### config.mk
export PLATFORM = sky130hd
export DESIGN_NAME = bce_exec
export DESIGN_NICKNAME = d
export VERILOG_FILES = /design/src/bce_pkg.sv /design/src/bce_exec.sv
export SDC_FILE = /design/constraint.sdc
export NUM_CORES = 1
export LEC_CHECK = 0
export BUFFER_PORTS_ARGS = -buffer_cell sky130_fd_sc_hd__clkbuf_2
export CAP_MARGIN = 20
export CORE_MARGIN = 2
export CORE_UTILIZATION = 61
export DETAILED_ROUTE_END_ITERATION = 8
export HOLD_SLACK_MARGIN = 0.08
export PLACE_DENSITY = 0.81
export SLEW_MARGIN = 0
export SYNTH_ARGS = -nofsm -noshare
export SYNTH_HDL_FRONTEND = slang
export SYNTH_SLANG_ARGS = --single-unit
### constraint.sdc
create_clock -name clock -period 5.23 [get_ports clock]
set_clock_uncertainty 0.15 [all_clocks]
set_input_delay 1.046 -clock clock [delete_from_list [all_inputs] [get_ports clock]]
set_output_delay 1.046 -clock clock [all_outputs]
set_load 0.005 [all_outputs]
### src/bce_pkg.sv
// Constants, field layouts and types of the branch and CPU control execution block.
// Overview of operation
// - short direct bit set: clear, branch PC+4
// - SFR bit set: clear, branch PC+4, 12
// - accumulator bit set: clear, branch PC+3, 8
// - status word bit set: clear, PC+4
// - HL memory bit: PC+3, 10 or 12+n+m
// - B decremented, branch PC+2 if nonzero
// - C decremented, branch PC+2 if nonzero
// - short direct byte decremented, branch PC+3
// - interrupt enable op sets master enable
// - interrupt disable op clears master enable
// - one counted clock is one CPU clock
// - first column for fast RAM, no data
// - second column for any other data area
// - external reads add read wait states
// - external writes add write wait states
// - counts hold for internal ROM fetch only
// - accumulator forms reject accumulator as register
// - AX to pair only for BC, DE, HL
// - 8-bit group only with tabled operand pairings
// - word arithmetic only AX with immediate word
package bce_pkg;
  // ==========================================================================
  // Register map and control bits
  localparam logic [7:0] A_CTRL = 8'h00;
  localparam logic [7:0] A_INSTR = 8'h04;
  localparam logic [7:0] A_OPND = 8'h08;
  localparam logic [7:0] A_WAIT = 8'h0c;
  localparam logic [7:0] A_STAT = 8'h10;
  localparam logic [7:0] A_RES = 8'h14;
  localparam logic [7:0] A_CYC = 8'h18;
  localparam logic [7:0] A_CHK = 8'h1c;
  localparam logic [7:0] A_PSW = 8'h20;
  localparam int C_START = 0;
  localparam int C_WAKE = 1;
  localparam int C_PCC = 2;
  localparam int S_DONE = 1;
  localparam logic [2:0] PCC_MAX = 3'h4;
  localparam logic [2:0] PCC_RST = 3'h0;
  localparam logic [7:0] PSW_RST = 8'h00;
  localparam int P_CY = 0;
  localparam int P_RB0 = 3;
  localparam int P_AC = 4;
  localparam int P_RB1 = 5;
  localparam int P_Z = 6;
  localparam int P_IE = 7;
  // ==========================================================================
  // Operation codes, lengths and clock counts
  localparam logic [4:0] OP_BT_SADDR = 5'h00;
  localparam logic [4:0] OP_BT_SFR = 5'h01;
  localparam logic [4:0] OP_BT_A = 5'h02;
  localparam logic [4:0] OP_BT_PSW = 5'h03;
  localparam logic [4:0] OP_BT_HL = 5'h04;
  localparam logic [4:0] OP_DB_B = 5'h05;
  localparam logic [4:0] OP_DB_C = 5'h06;
  localparam logic [4:0] OP_DB_SADDR = 5'h07;
  localparam logic [4:0] OP_SEL = 5'h08;
  localparam logic [4:0] OP_NOP = 5'h09;
  localparam logic [4:0] OP_EI = 5'h0a;
  localparam logic [4:0] OP_DI = 5'h0b;
  localparam logic [4:0] OP_HALT = 5'h0c;
  localparam logic [4:0] OP_STOP = 5'h0d;
  localparam logic [15:0] L1 = 16'h0001;
  localparam logic [15:0] L2 = 16'h0002;
  localparam logic [15:0] L3 = 16'h0003;
  localparam logic [15:0] L4 = 16'h0004;
  localparam logic [7:0] K_BTS1 = 8'h0a;
  localparam logic [7:0] K_BTS2 = 8'h0c;
  localparam logic [7:0] K_BTSFR = 8'h0c;
  localparam logic [7:0] K_BTA = 8'h08;
  localparam logic [7:0] K_BTPSW = 8'h0c;
  localparam logic [7:0] K_BTHL1 = 8'h0a;
  localparam logic [7:0] K_BTHL2 = 8'h0c;
  localparam logic [7:0] K_DBR = 8'h06;
  localparam logic [7:0] K_DBS1 = 8'h08;
  localparam logic [7:0] K_DBS2 = 8'h0a;
  localparam logic [7:0] K_SEL = 8'h04;
  localparam logic [7:0] K_NOP = 8'h02;
  localparam logic [7:0] K_EIDI = 8'h06;
  localparam logic [7:0] K_STBY = 8'h06;
  // ==========================================================================
  // Operand legality checker codes
  localparam logic [3:0] G_MOV = 4'h0, G_XCH = 4'h1, G_ALU = 4'h2, G_INC = 4'h3;
  localparam logic [3:0] G_ROT = 4'h4, G_ROT4 = 4'h5, G_PP = 4'h6, G_MUL = 4'h7;
  localparam logic [3:0] G_DIV = 4'h8, G_DECREMENT_BRANCH_NONZERO = 4'h9, G_WORD_MOVE_OP = 4'ha, G_WORD_EXCHANGE_OP = 4'hb;
  localparam logic [3:0] G_ALUW = 4'hc, G_RPW = 4'hd;
  localparam logic [3:0] K_IMM = 4'h0, K_A = 4'h1, K_R = 4'h2, K_SFR = 4'h3;
  localparam logic [3:0] K_SADDR = 4'h4, K_ABS = 4'h5, K_PSW = 4'h6, K_DE = 4'h7;
  localparam logic [3:0] K_HL = 4'h8, K_HLX = 4'h9, K_REL = 4'ha, K_ONE = 4'hb;
  localparam logic [3:0] K_NONE = 4'hc, K_AX = 4'hd, K_RP = 4'he, K_SP = 4'hf;
  localparam logic [3:0] R_X = 4'h0, R_A = 4'h1, R_C = 4'h2, R_B = 4'h3, RP_AX = 4'h0;
  // ==========================================================================
  // Types
  typedef enum logic [1:0] {ST_IDLE, ST_EXEC, ST_STANDBY} bce_state_e;
  typedef struct packed {
    logic [11:0] pad;
    logic expArea;
    logic notHsRam;
    logic [1:0] bankNumber;
    logic [7:0] branchDisplacement;
    logic [2:0] bitSel;
    logic [4:0] op;
  } bce_instr_s;
  typedef struct packed {
    logic [18:0] pad;
    logic extFetch;
    logic [3:0] fetchExtra;
    logic [3:0] wrWait;
    logic [3:0] rdWait;
  } bce_wait_s;
  typedef struct packed {
    logic [15:0] pad;
    logic [3:0] rg;
    logic [3:0] src;
    logic [3:0] dst;
    logic [3:0] grp;
  } bce_chk_s;
endpackage

### src/bce_exec.sv
// Execution unit for bit-test branches, loop branches and CPU control operations.
//
// The APB register port and the register offsets were chosen for this implementation.
`timescale 1ns/1ps
module bce_exec (
  input wire logic clock,
  input wire logic sys_rst,
  input wire logic clkEn,
  input wire logic psel,
  input wire logic penable,
  input wire logic pwrite,
  input wire logic [7:0] paddr,
  input wire logic [31:0] pwdata,
  output logic [31:0] prdata,
  output logic pready,
  output logic pslverr,
  output logic masterIrqEnable,
  output logic [1:0] bankSelect,
  output logic haltMode,
  output logic stopMode,
  output logic busy
);
  // ==========================================================================
  // State
  bce_pkg::bce_state_e state;
  bce_pkg::bce_instr_s ins;
  bce_pkg::bce_wait_s wcfg;
  bce_pkg::bce_chk_s chk;
  logic [7:0] opByte, program_status_word, total, cnt, result;
  logic [15:0] pc, newPc;
  logic [2:0] processor_clock_control, pccEff;
  logic [3:0] divCnt, lim;
  logic done, illegal, taken, legalOk, loaded;
  logic wrEn, start, wake, tick, fin, unmapped;
  logic [7:0] next_total, next_res, next_psw, src, waits, fetchAdd;
  logic [15:0] next_pc, len, disp;
  logic next_taken, bitOn;
  logic [31:0] rdMux;

  // ==========================================================================
  // Bus slave
  // Without clkEn the bus stalls as well, so a frozen block never loses a write.
  assign pready = psel & penable & loaded & clkEn;
  assign wrEn = pready & pwrite;
  assign start = wrEn & (paddr == bce_pkg::A_CTRL) & pwdata[bce_pkg::C_START];
  assign wake = wrEn & (paddr == bce_pkg::A_CTRL) & pwdata[bce_pkg::C_WAKE];

  always_comb begin
    unmapped = 1'b0;
    case (paddr)
      bce_pkg::A_CTRL: rdMux = {27'h0, processor_clock_control, 2'h0};
      bce_pkg::A_INSTR: rdMux = ins;
      bce_pkg::A_OPND: rdMux = {8'h00, pc, opByte};
      bce_pkg::A_WAIT: rdMux = wcfg;
      bce_pkg::A_STAT: rdMux = {22'h0, legalOk, bankSelect, masterIrqEnable,
                                stopMode, haltMode, taken, illegal, done, busy};
      bce_pkg::A_RES: rdMux = {8'h00, newPc, result};
      bce_pkg::A_CYC: rdMux = {24'h0, total};
      bce_pkg::A_CHK: rdMux = chk;
      bce_pkg::A_PSW: rdMux = {24'h0, program_status_word};
      default: begin
        rdMux = 32'h0;
        unmapped = 1'b1;
      end
    endcase
  end

  // Read data is captured in the setup cycle so that it leaves a flip-flop.
  always_ff @(posedge clock) begin
    if (sys_rst) begin
      loaded <= 1'b0;
      prdata <= 32'h0;
      pslverr <= 1'b0;
    end else if (clkEn) begin
      if (psel & penable & loaded) begin
        loaded <= 1'b0;
      end else if (psel) begin
        loaded <= 1'b1;
        prdata <= rdMux;
        pslverr <= unmapped;
      end
    end
  end

  always_ff @(posedge clock) begin
    if (sys_rst) begin
      ins <= '0;
      wcfg <= '0;
      pc <= 16'h0000;
      opByte <= 8'h00;
      processor_clock_control <= bce_pkg::PCC_RST;
      chk <= '0;
    end else if (wrEn) begin
      case (paddr)
        bce_pkg::A_CTRL: processor_clock_control <= pwdata[bce_pkg::C_PCC +: 3];
        bce_pkg::A_INSTR: ins <= pwdata;
        bce_pkg::A_OPND: begin
          opByte <= pwdata[7:0];
          pc <= pwdata[23:8];
        end
        bce_pkg::A_WAIT: wcfg <= {19'h0, pwdata[12:0]};
        bce_pkg::A_CHK: chk <= {16'h0, pwdata[15:0]};
        default: begin
        end
      endcase
    end
  end

  // ==========================================================================
  // CPU clock divider
  // The divider runs free, so the first counted clock of an operation may be
  // short by up to one divided period; the total count is unaffected.
  // Selections above the slowest divider are clamped, never wrapped to a fast one.
  assign pccEff = (processor_clock_control > bce_pkg::PCC_MAX) ? bce_pkg::PCC_MAX : processor_clock_control;
  assign lim = 4'((5'h01 << pccEff) - 5'h01);
  assign tick = (divCnt == lim);

  always_ff @(posedge clock) begin
    if (sys_rst) begin
      divCnt <= 4'h0;
    end else if (clkEn) begin
      divCnt <= tick ? 4'h0 : divCnt + 4'h1;
    end
  end

  // ==========================================================================
  // Clock count of the operation being started
  always_comb begin
    // Wait states only count when the data lands in the expansion area.
    waits = ins.expArea ? ({4'h0, wcfg.rdWait} + {4'h0, wcfg.wrWait}) : 8'h00;
    fetchAdd = wcfg.extFetch ? {4'h0, wcfg.fetchExtra} : 8'h00;
    case (ins.op)
      bce_pkg::OP_BT_SADDR: next_total = ins.notHsRam ? bce_pkg::K_BTS2 + waits : bce_pkg::K_BTS1;
      bce_pkg::OP_BT_SFR: next_total = bce_pkg::K_BTSFR;
      bce_pkg::OP_BT_A: next_total = bce_pkg::K_BTA;
      bce_pkg::OP_BT_PSW: next_total = bce_pkg::K_BTPSW;
      bce_pkg::OP_BT_HL: next_total = ins.notHsRam ? bce_pkg::K_BTHL2 + waits : bce_pkg::K_BTHL1;
      bce_pkg::OP_DB_B: next_total = bce_pkg::K_DBR;
      bce_pkg::OP_DB_C: next_total = bce_pkg::K_DBR;
      bce_pkg::OP_DB_SADDR: next_total = ins.notHsRam ? bce_pkg::K_DBS2 + waits : bce_pkg::K_DBS1;
      bce_pkg::OP_SEL: next_total = bce_pkg::K_SEL;
      bce_pkg::OP_NOP: next_total = bce_pkg::K_NOP;
      bce_pkg::OP_EI: next_total = bce_pkg::K_EIDI;
      bce_pkg::OP_DI: next_total = bce_pkg::K_EIDI;
      default: next_total = bce_pkg::K_STBY;
    endcase
    next_total = next_total + fetchAdd;
  end

  // ==========================================================================
  // Operation effects, applied when the last clock ends
  always_comb begin
    // Results are worked out all the time and committed only on fin.
    src = (ins.op == bce_pkg::OP_BT_PSW) ? program_status_word : opByte;
    bitOn = src[ins.bitSel];
    disp = {{8{ins.branchDisplacement[7]}}, ins.branchDisplacement};
    next_res = src;
    next_taken = 1'b0;
    next_psw = program_status_word;
    len = bce_pkg::L2;
    case (ins.op)
      bce_pkg::OP_BT_SADDR, bce_pkg::OP_BT_SFR, bce_pkg::OP_BT_PSW,
      bce_pkg::OP_BT_A, bce_pkg::OP_BT_HL: begin
        next_taken = bitOn;
        next_res = src & ~(8'h01 << ins.bitSel);
        len = (ins.op == bce_pkg::OP_BT_A || ins.op == bce_pkg::OP_BT_HL) ? bce_pkg::L3 : bce_pkg::L4;
        if (ins.op == bce_pkg::OP_BT_PSW && bitOn) begin
          next_psw = next_res;
        end
      end
      bce_pkg::OP_DB_B, bce_pkg::OP_DB_C, bce_pkg::OP_DB_SADDR: begin
        next_res = opByte - 8'h01;
        next_taken = (next_res != 8'h00);
        len = (ins.op == bce_pkg::OP_DB_SADDR) ? bce_pkg::L3 : bce_pkg::L2;
      end
      bce_pkg::OP_SEL: begin
        next_psw[bce_pkg::P_RB1] = ins.bankNumber[1];
        next_psw[bce_pkg::P_RB0] = ins.bankNumber[0];
      end
      bce_pkg::OP_NOP: len = bce_pkg::L1;
      bce_pkg::OP_EI: next_psw[bce_pkg::P_IE] = 1'b1;
      bce_pkg::OP_DI: next_psw[bce_pkg::P_IE] = 1'b0;
      default: begin
      end
    endcase
    next_pc = pc + len + (next_taken ? disp : 16'h0000);
  end

  // ==========================================================================
  // Sequencer
  assign busy = (state == bce_pkg::ST_EXEC);
  assign fin = clkEn & busy & tick & ((cnt + 8'h01) == total);

  always_ff @(posedge clock) begin
    if (sys_rst) begin
      state <= bce_pkg::ST_IDLE;
      cnt <= 8'h00;
      total <= 8'h00;
      illegal <= 1'b0;
    end else if (clkEn) begin
      case (state)
        bce_pkg::ST_IDLE: begin
          if (start) begin
            // An unknown code is flagged and never run, so the count of the last operation stays in place.
            illegal <= (ins.op > bce_pkg::OP_STOP);
            if (ins.op <= bce_pkg::OP_STOP) begin
              state <= bce_pkg::ST_EXEC;
              cnt <= 8'h00;
              total <= next_total;
            end
          end
        end
        bce_pkg::ST_EXEC: begin
          if (fin) begin
            state <= (ins.op == bce_pkg::OP_HALT || ins.op == bce_pkg::OP_STOP) ?
                     bce_pkg::ST_STANDBY : bce_pkg::ST_IDLE;
          end else if (tick) begin
            cnt <= cnt + 8'h01;
          end
        end
        bce_pkg::ST_STANDBY: begin
          if (wake) begin
            state <= bce_pkg::ST_IDLE;
          end
        end
        default: state <= bce_pkg::ST_IDLE;
      endcase
    end
  end

  always_ff @(posedge clock) begin
    if (sys_rst) begin
      result <= 8'h00;
      newPc <= 16'h0000;
      taken <= 1'b0;
    end else if (fin) begin
      result <= next_res;
      newPc <= next_pc;
      taken <= next_taken;
    end
  end

  // A completion in the same cycle as a software write to the status word wins.
  always_ff @(posedge clock) begin
    if (sys_rst) begin
      program_status_word <= bce_pkg::PSW_RST;
    end else if (fin) begin
      program_status_word <= next_psw;
    end else if (wrEn && paddr == bce_pkg::A_PSW) begin
      program_status_word <= pwdata[7:0];
    end
  end

  assign masterIrqEnable = program_status_word[bce_pkg::P_IE];
  assign bankSelect = {program_status_word[bce_pkg::P_RB1], program_status_word[bce_pkg::P_RB0]};

  // Completion flag is sticky; a new completion beats a write-one clear.
  always_ff @(posedge clock) begin
    if (sys_rst) begin
      done <= 1'b0;
    end else if (fin) begin
      done <= 1'b1;
    end else if (wrEn && paddr == bce_pkg::A_STAT && pwdata[bce_pkg::S_DONE]) begin
      done <= 1'b0;
    end
  end

  // Release from standby is decided outside; software reports it with wake.
  always_ff @(posedge clock) begin
    if (sys_rst) begin
      haltMode <= 1'b0;
      stopMode <= 1'b0;
    end else if (fin) begin
      haltMode <= (ins.op == bce_pkg::OP_HALT);
      stopMode <= (ins.op == bce_pkg::OP_STOP);
    end else if (clkEn && wake && state == bce_pkg::ST_STANDBY) begin
      haltMode <= 1'b0;
      stopMode <= 1'b0;
    end
  end

  // ==========================================================================
  // Operand pairing checker
  // It only answers software queries; it never gates execution.
  function automatic logic legalFn(input bce_pkg::bce_chk_s c);
    logic rNotA;
    rNotA = (c.src == bce_pkg::K_R) && (c.rg != bce_pkg::R_A);
    case (c.grp)
      bce_pkg::G_MOV: begin
        case (c.dst)
          bce_pkg::K_A: legalFn = rNotA || (c.src inside {bce_pkg::K_IMM, bce_pkg::K_SFR,
            bce_pkg::K_SADDR, bce_pkg::K_ABS, bce_pkg::K_PSW, bce_pkg::K_DE, bce_pkg::K_HL,
            bce_pkg::K_HLX});
          bce_pkg::K_R: legalFn = (c.rg != bce_pkg::R_A) && (c.src inside {bce_pkg::K_IMM, bce_pkg::K_A});
          bce_pkg::K_SFR, bce_pkg::K_SADDR, bce_pkg::K_PSW:
            legalFn = c.src inside {bce_pkg::K_IMM, bce_pkg::K_A};
          bce_pkg::K_ABS, bce_pkg::K_DE, bce_pkg::K_HL, bce_pkg::K_HLX:
            legalFn = (c.src == bce_pkg::K_A);
          default: legalFn = 1'b0;
        endcase
      end
      bce_pkg::G_XCH: legalFn = (c.dst == bce_pkg::K_A) && (rNotA || (c.src inside {bce_pkg::K_SFR,
        bce_pkg::K_SADDR, bce_pkg::K_ABS, bce_pkg::K_DE, bce_pkg::K_HL, bce_pkg::K_HLX}));
      bce_pkg::G_ALU: legalFn = ((c.dst == bce_pkg::K_A) && (rNotA || (c.src inside {bce_pkg::K_IMM,
        bce_pkg::K_SADDR, bce_pkg::K_ABS, bce_pkg::K_HL, bce_pkg::K_HLX})))
        || ((c.dst == bce_pkg::K_R) && (c.src == bce_pkg::K_A) && (c.rg != bce_pkg::R_A))
        || ((c.dst == bce_pkg::K_SADDR) && (c.src == bce_pkg::K_IMM));
      bce_pkg::G_INC: legalFn = (c.src == bce_pkg::K_NONE) && (c.dst inside {bce_pkg::K_R, bce_pkg::K_SADDR});
      bce_pkg::G_ROT: legalFn = (c.dst == bce_pkg::K_A) && (c.src == bce_pkg::K_ONE);
      bce_pkg::G_ROT4: legalFn = (c.dst == bce_pkg::K_HL) && (c.src == bce_pkg::K_NONE);
      bce_pkg::G_PP: legalFn = (c.dst == bce_pkg::K_PSW) && (c.src == bce_pkg::K_NONE);
      bce_pkg::G_MUL: legalFn = (c.dst == bce_pkg::K_R) && (c.rg == bce_pkg::R_X) && (c.src == bce_pkg::K_NONE);
      bce_pkg::G_DIV: legalFn = (c.dst == bce_pkg::K_R) && (c.rg == bce_pkg::R_C) && (c.src == bce_pkg::K_NONE);
      bce_pkg::G_DECREMENT_BRANCH_NONZERO: legalFn = (c.src == bce_pkg::K_REL) && ((c.dst == bce_pkg::K_SADDR)
        || ((c.dst == bce_pkg::K_R) && (c.rg inside {bce_pkg::R_B, bce_pkg::R_C})));
      bce_pkg::G_WORD_MOVE_OP: legalFn = ((c.dst == bce_pkg::K_AX) && ((c.src inside {bce_pkg::K_SFR,
        bce_pkg::K_SADDR, bce_pkg::K_ABS, bce_pkg::K_SP})
        || ((c.src == bce_pkg::K_RP) && (c.rg != bce_pkg::RP_AX))))
        || ((c.dst == bce_pkg::K_RP) && ((c.src == bce_pkg::K_IMM)
        || ((c.src == bce_pkg::K_AX) && (c.rg != bce_pkg::RP_AX) && (c.rg < 4'h4))))
        || ((c.dst inside {bce_pkg::K_SFR, bce_pkg::K_SADDR, bce_pkg::K_SP})
        && (c.src inside {bce_pkg::K_IMM, bce_pkg::K_AX}))
        || ((c.dst == bce_pkg::K_ABS) && (c.src == bce_pkg::K_AX));
      bce_pkg::G_WORD_EXCHANGE_OP: legalFn = (c.dst == bce_pkg::K_AX) && (c.src == bce_pkg::K_RP) && (c.rg != bce_pkg::RP_AX);
      bce_pkg::G_ALUW: legalFn = (c.dst == bce_pkg::K_AX) && (c.src == bce_pkg::K_IMM);
      bce_pkg::G_RPW: legalFn = (c.dst == bce_pkg::K_RP) && (c.src == bce_pkg::K_NONE);
      default: legalFn = 1'b0;
    endcase
  endfunction

  always_ff @(posedge clock) begin
    if (sys_rst) begin
      legalOk <= 1'b0;
    end else if (clkEn) begin
      legalOk <= legalFn(chk);
    end
  end
endmodule

==> metrics.txt <==
status=finished, final reports clean; Worst path slowest cell=or3b_2; GRT Total Usage=37.1%; combinational share of power=4.3%; Slew @ Worst Pin=1.09 ns; Setup TNS=0 ns; sequential power share=50.9%; crit-path max FO=9; share of the synthesized area in the top cell type=34.2%; top cells by area, synth=dfxtp_1, a21oi_1, nand2_1, nor2_1, ha_1; Synth Area per Inst=7.62 µm²; Core Region=17,100 µm²; CTS Sinks=181; classification of the worst-slack hold path=reg2reg; fin crit period=4.93 ns; setup ws final=0.303 ns; io pins=86; Die H=136 µm; sequential cell area=3620 µm²; port bufs=85; net count after synthesis=1,482; share of cells above drive strength 1=12.3%; clk buf depth=2; Critical Path RT=5.44 ns; vias per cell=6.46; Worst setup EP type=register; via count=10,700; Final GP Congestion=1.02; Max VDD drop=0.218 mV; Max Freq=203 MHz; FF+latch count, synth=181; Max Cap Viol=0; Final Cycle Share=94.2%; cell family with most CP delay=compound AO/OA/AOI/OAI gates; Cell variety after synth=76; final hold violations=0; post-DP HPWL=23,300 µm; sw frac=25.3%; P_sw=693 µW; Critical Path AT=5.14 ns; Area Overhead vs Synth=10.8%; synth cell count leaders=nand2_1, dfxtp_1, a21oi_1; register area share after synthesis=34.2%; slowest stage delay, CP=0.50 ns; kind of start point of the critical path=register; relative slew slack=27.3%; final setup fails=0; Chip Width=136 µm; Power Density=233 nW/µm²; clock network fraction of design power=44.8%; most common cell in the netlist=nand2_1; Clock Tree Root=clkbuf_16; total grt overflow=0; largest net degree at the start of global routing=82; CTS buffer count=17; drt first pass iters=7; Antenna Diode Count=0; H-Tree Level Count=4; WS Path Type=reg2reg; async set-reset flop share out of synthesis=0%; most used cell, CP=inv_1; number of global-route vias before repair=9,708; area occupied by multi-input gates=6470 µm²; global-route wire length before repair=53,400 µm; initial antenna violation count=0; Post-synth EDFFs=0; unrepaired setup endpoints after global routing=no; worst-path cell chain=inv_1 > ha_1 > or3b_2 > nor3_1 > xnor2_1 > a31oi_4 > o21ai_1 > fa_1 > inv_1 > ha_1 > inv_1 > fa_1 > nor2b_1 > o31a_1 > o21ai_0 > o21ai_1 > o41ai_2 > o21ai_0 > xnor2_1 > o31ai_1; Worst-Skew Late Latency=0.44 ns; Initial DRC Count=1,164; Post-route DRC=0; Internal Pwr Total=2040 µW; die area=18,400 µm²; overall power=2730 µW; Place WS=0.161 ns; initial core utilization=61.9%; Syn Std Cell Area=10,600 µm²; Synth Flop Type=dfxtp_1; largest area contributor in the netlist=dfxtp_1; CTS tree=yes; Synthesis Warnings=0; filler instances=1,456; nets@finish=1,516; final WL=34,200 µm; Avg WL per Cell=20.6 µm; row cnt=48; Pleak=0.00427 µW; Slew Viols, Final=0; worst path buffer plus inverter count=3; Post-Synthesis Cells=1,389; antenna-violating nets left=0; CTS clock-pin slew for the worst setup and hold paths=0.08 ns
-- placed cells by master, fill, tap and decap left out, drive strengths merged, types with 11 or more instances in the layout --
master / synthesis / layout
dfxtp: 181 / 181
a222oi: 12 / 12
inv: 37 / 44
nand3: 55 / 55
a21oi: 175 / 175
ha: 41 / 41
xnor2: 18 / 18
a31oi: 16 / 16
and3: 12 / 12
mux2i: 30 / 30
nand2b: 11 / 11
a211oi: 18 / 18
a22oi: 33 / 33
buf: 15 / 33
nor2: 143 / 143
xor2: 11 / 11
nor3: 38 / 38
a221oi: 11 / 11
nor2b: 20 / 20
nand2: 227 / 227
o21ai: 41 / 41
clkbuf: 87 / 102
-- power by group through the flow --
| stage | Sequential (µW) | Clock [µW] | Combinational [µW] |
|---|---|---|---|
| after floorplan | 1420 | 0 | 56.6 |
| after global placement | 1420 | 0 | 114 |
| after detailed placement | 1420 | 0 | 114 |
| after CTS | 1390 | 1230 | 115 |
| after global routing | 1390 | 1290 | 125 |
| final | 1390 | 1230 | 117 |
-- routing by layer --
| metal | GRT usage, % | vias up | part of all wire [%] |
|---|---|---|---|
| li1 | - | 5045 | - |
| met1 | 48.5 | 4981 | 40 |
| met2 | 59.5 | 593 | 46 |
| met3 | 7.97 | 103 | 9.4 |
| met4 | 15.8 | 0 | 4.0 |
| met5 | 0 | - | 0 |
-- worst min-delay path: cells and delay by family, from the launching register on --
family,cells,cell delay (ns)
AOI/OAI and AO/OA,1,0.05
and+or+nand+nor,1,0.05
DFF,1,0.31
-- path summary, 6_finish.rpt --
path	from	to	slack, ns	cells after the start
worst min-delay path	prdata[25]$_SDFFE_PP0P_	prdata[25]$_SDFFE_PP0P_	0.31	2
worst min register to register	prdata[25]$_SDFFE_PP0P_	prdata[25]$_SDFFE_PP0P_	0.31	2
worst max-delay path	opByte[0]$_SDFFE_PP0P_	newPc[15]$_SDFFE_PP0P_	0.30	20
worst max register to register	opByte[0]$_SDFFE_PP0P_	newPc[15]$_SDFFE_PP0P_	0.30	20
-- layout make-up --
type / count / area share (%)
Timing Repair Buffer: 117 / 5.73
Clock buffer: 18 / 3.66
Clock inverter: 13 / 0.981
Tap cell: 225 / 2.40
Sequential cell: 181 / 30.9
Inverter: 38 / 1.22
Multi-Input combinational cell: 1068 / 55.1
-- state kept, by name, indices dropped and copies added (netlist names), 2 cells and up --
register,cells
result,8
divCnt,4
program_status_word,8
newPc,16
state,2
wcfg,13
disp,8
cnt,8
processor_clock_control,3
total,7
ins,24
pc,16
chk,16
opByte,8
prdata,32
-- cell families after synthesis --
| group | share of synthesized area [%] |
|---|---|
| and+or+nand+nor | 24.5 |
| AOI/OAI and AO/OA | 23.8 |
| muxes | 3.62 |
| xor gates and xnor gates | 2.62 |
| buffers and inverters | 5.25 |
| adders and majority gates | 5.98 |
| DFF | 34.2 |
-- metrics by stage --
stage | instance area (µm²) | instances | util, % | hold WS, ns
after floorplan | 10600 | 1389 | - | 0.282
after global placement | 11200 | 1629 | 65.2 | 0.291
after detailed placement | 11200 | 1629 | 65.2 | 0.298
after CTS | 11700 | 1660 | 68.4 | 0.309
after global routing | 11700 | 1660 | 68.6 | 0.332
final | 11700 | 1660 | 68.6 | 0.306
-- repair_timing --
item / in CTS / in global routing
resized for setup: 0 / 7
hold buffers: 0 / 0
setup endpoints to repair: 0 / 3
buffers inserted: 0 / 0
No activity file was read; power rests on OpenSTA's default activity.
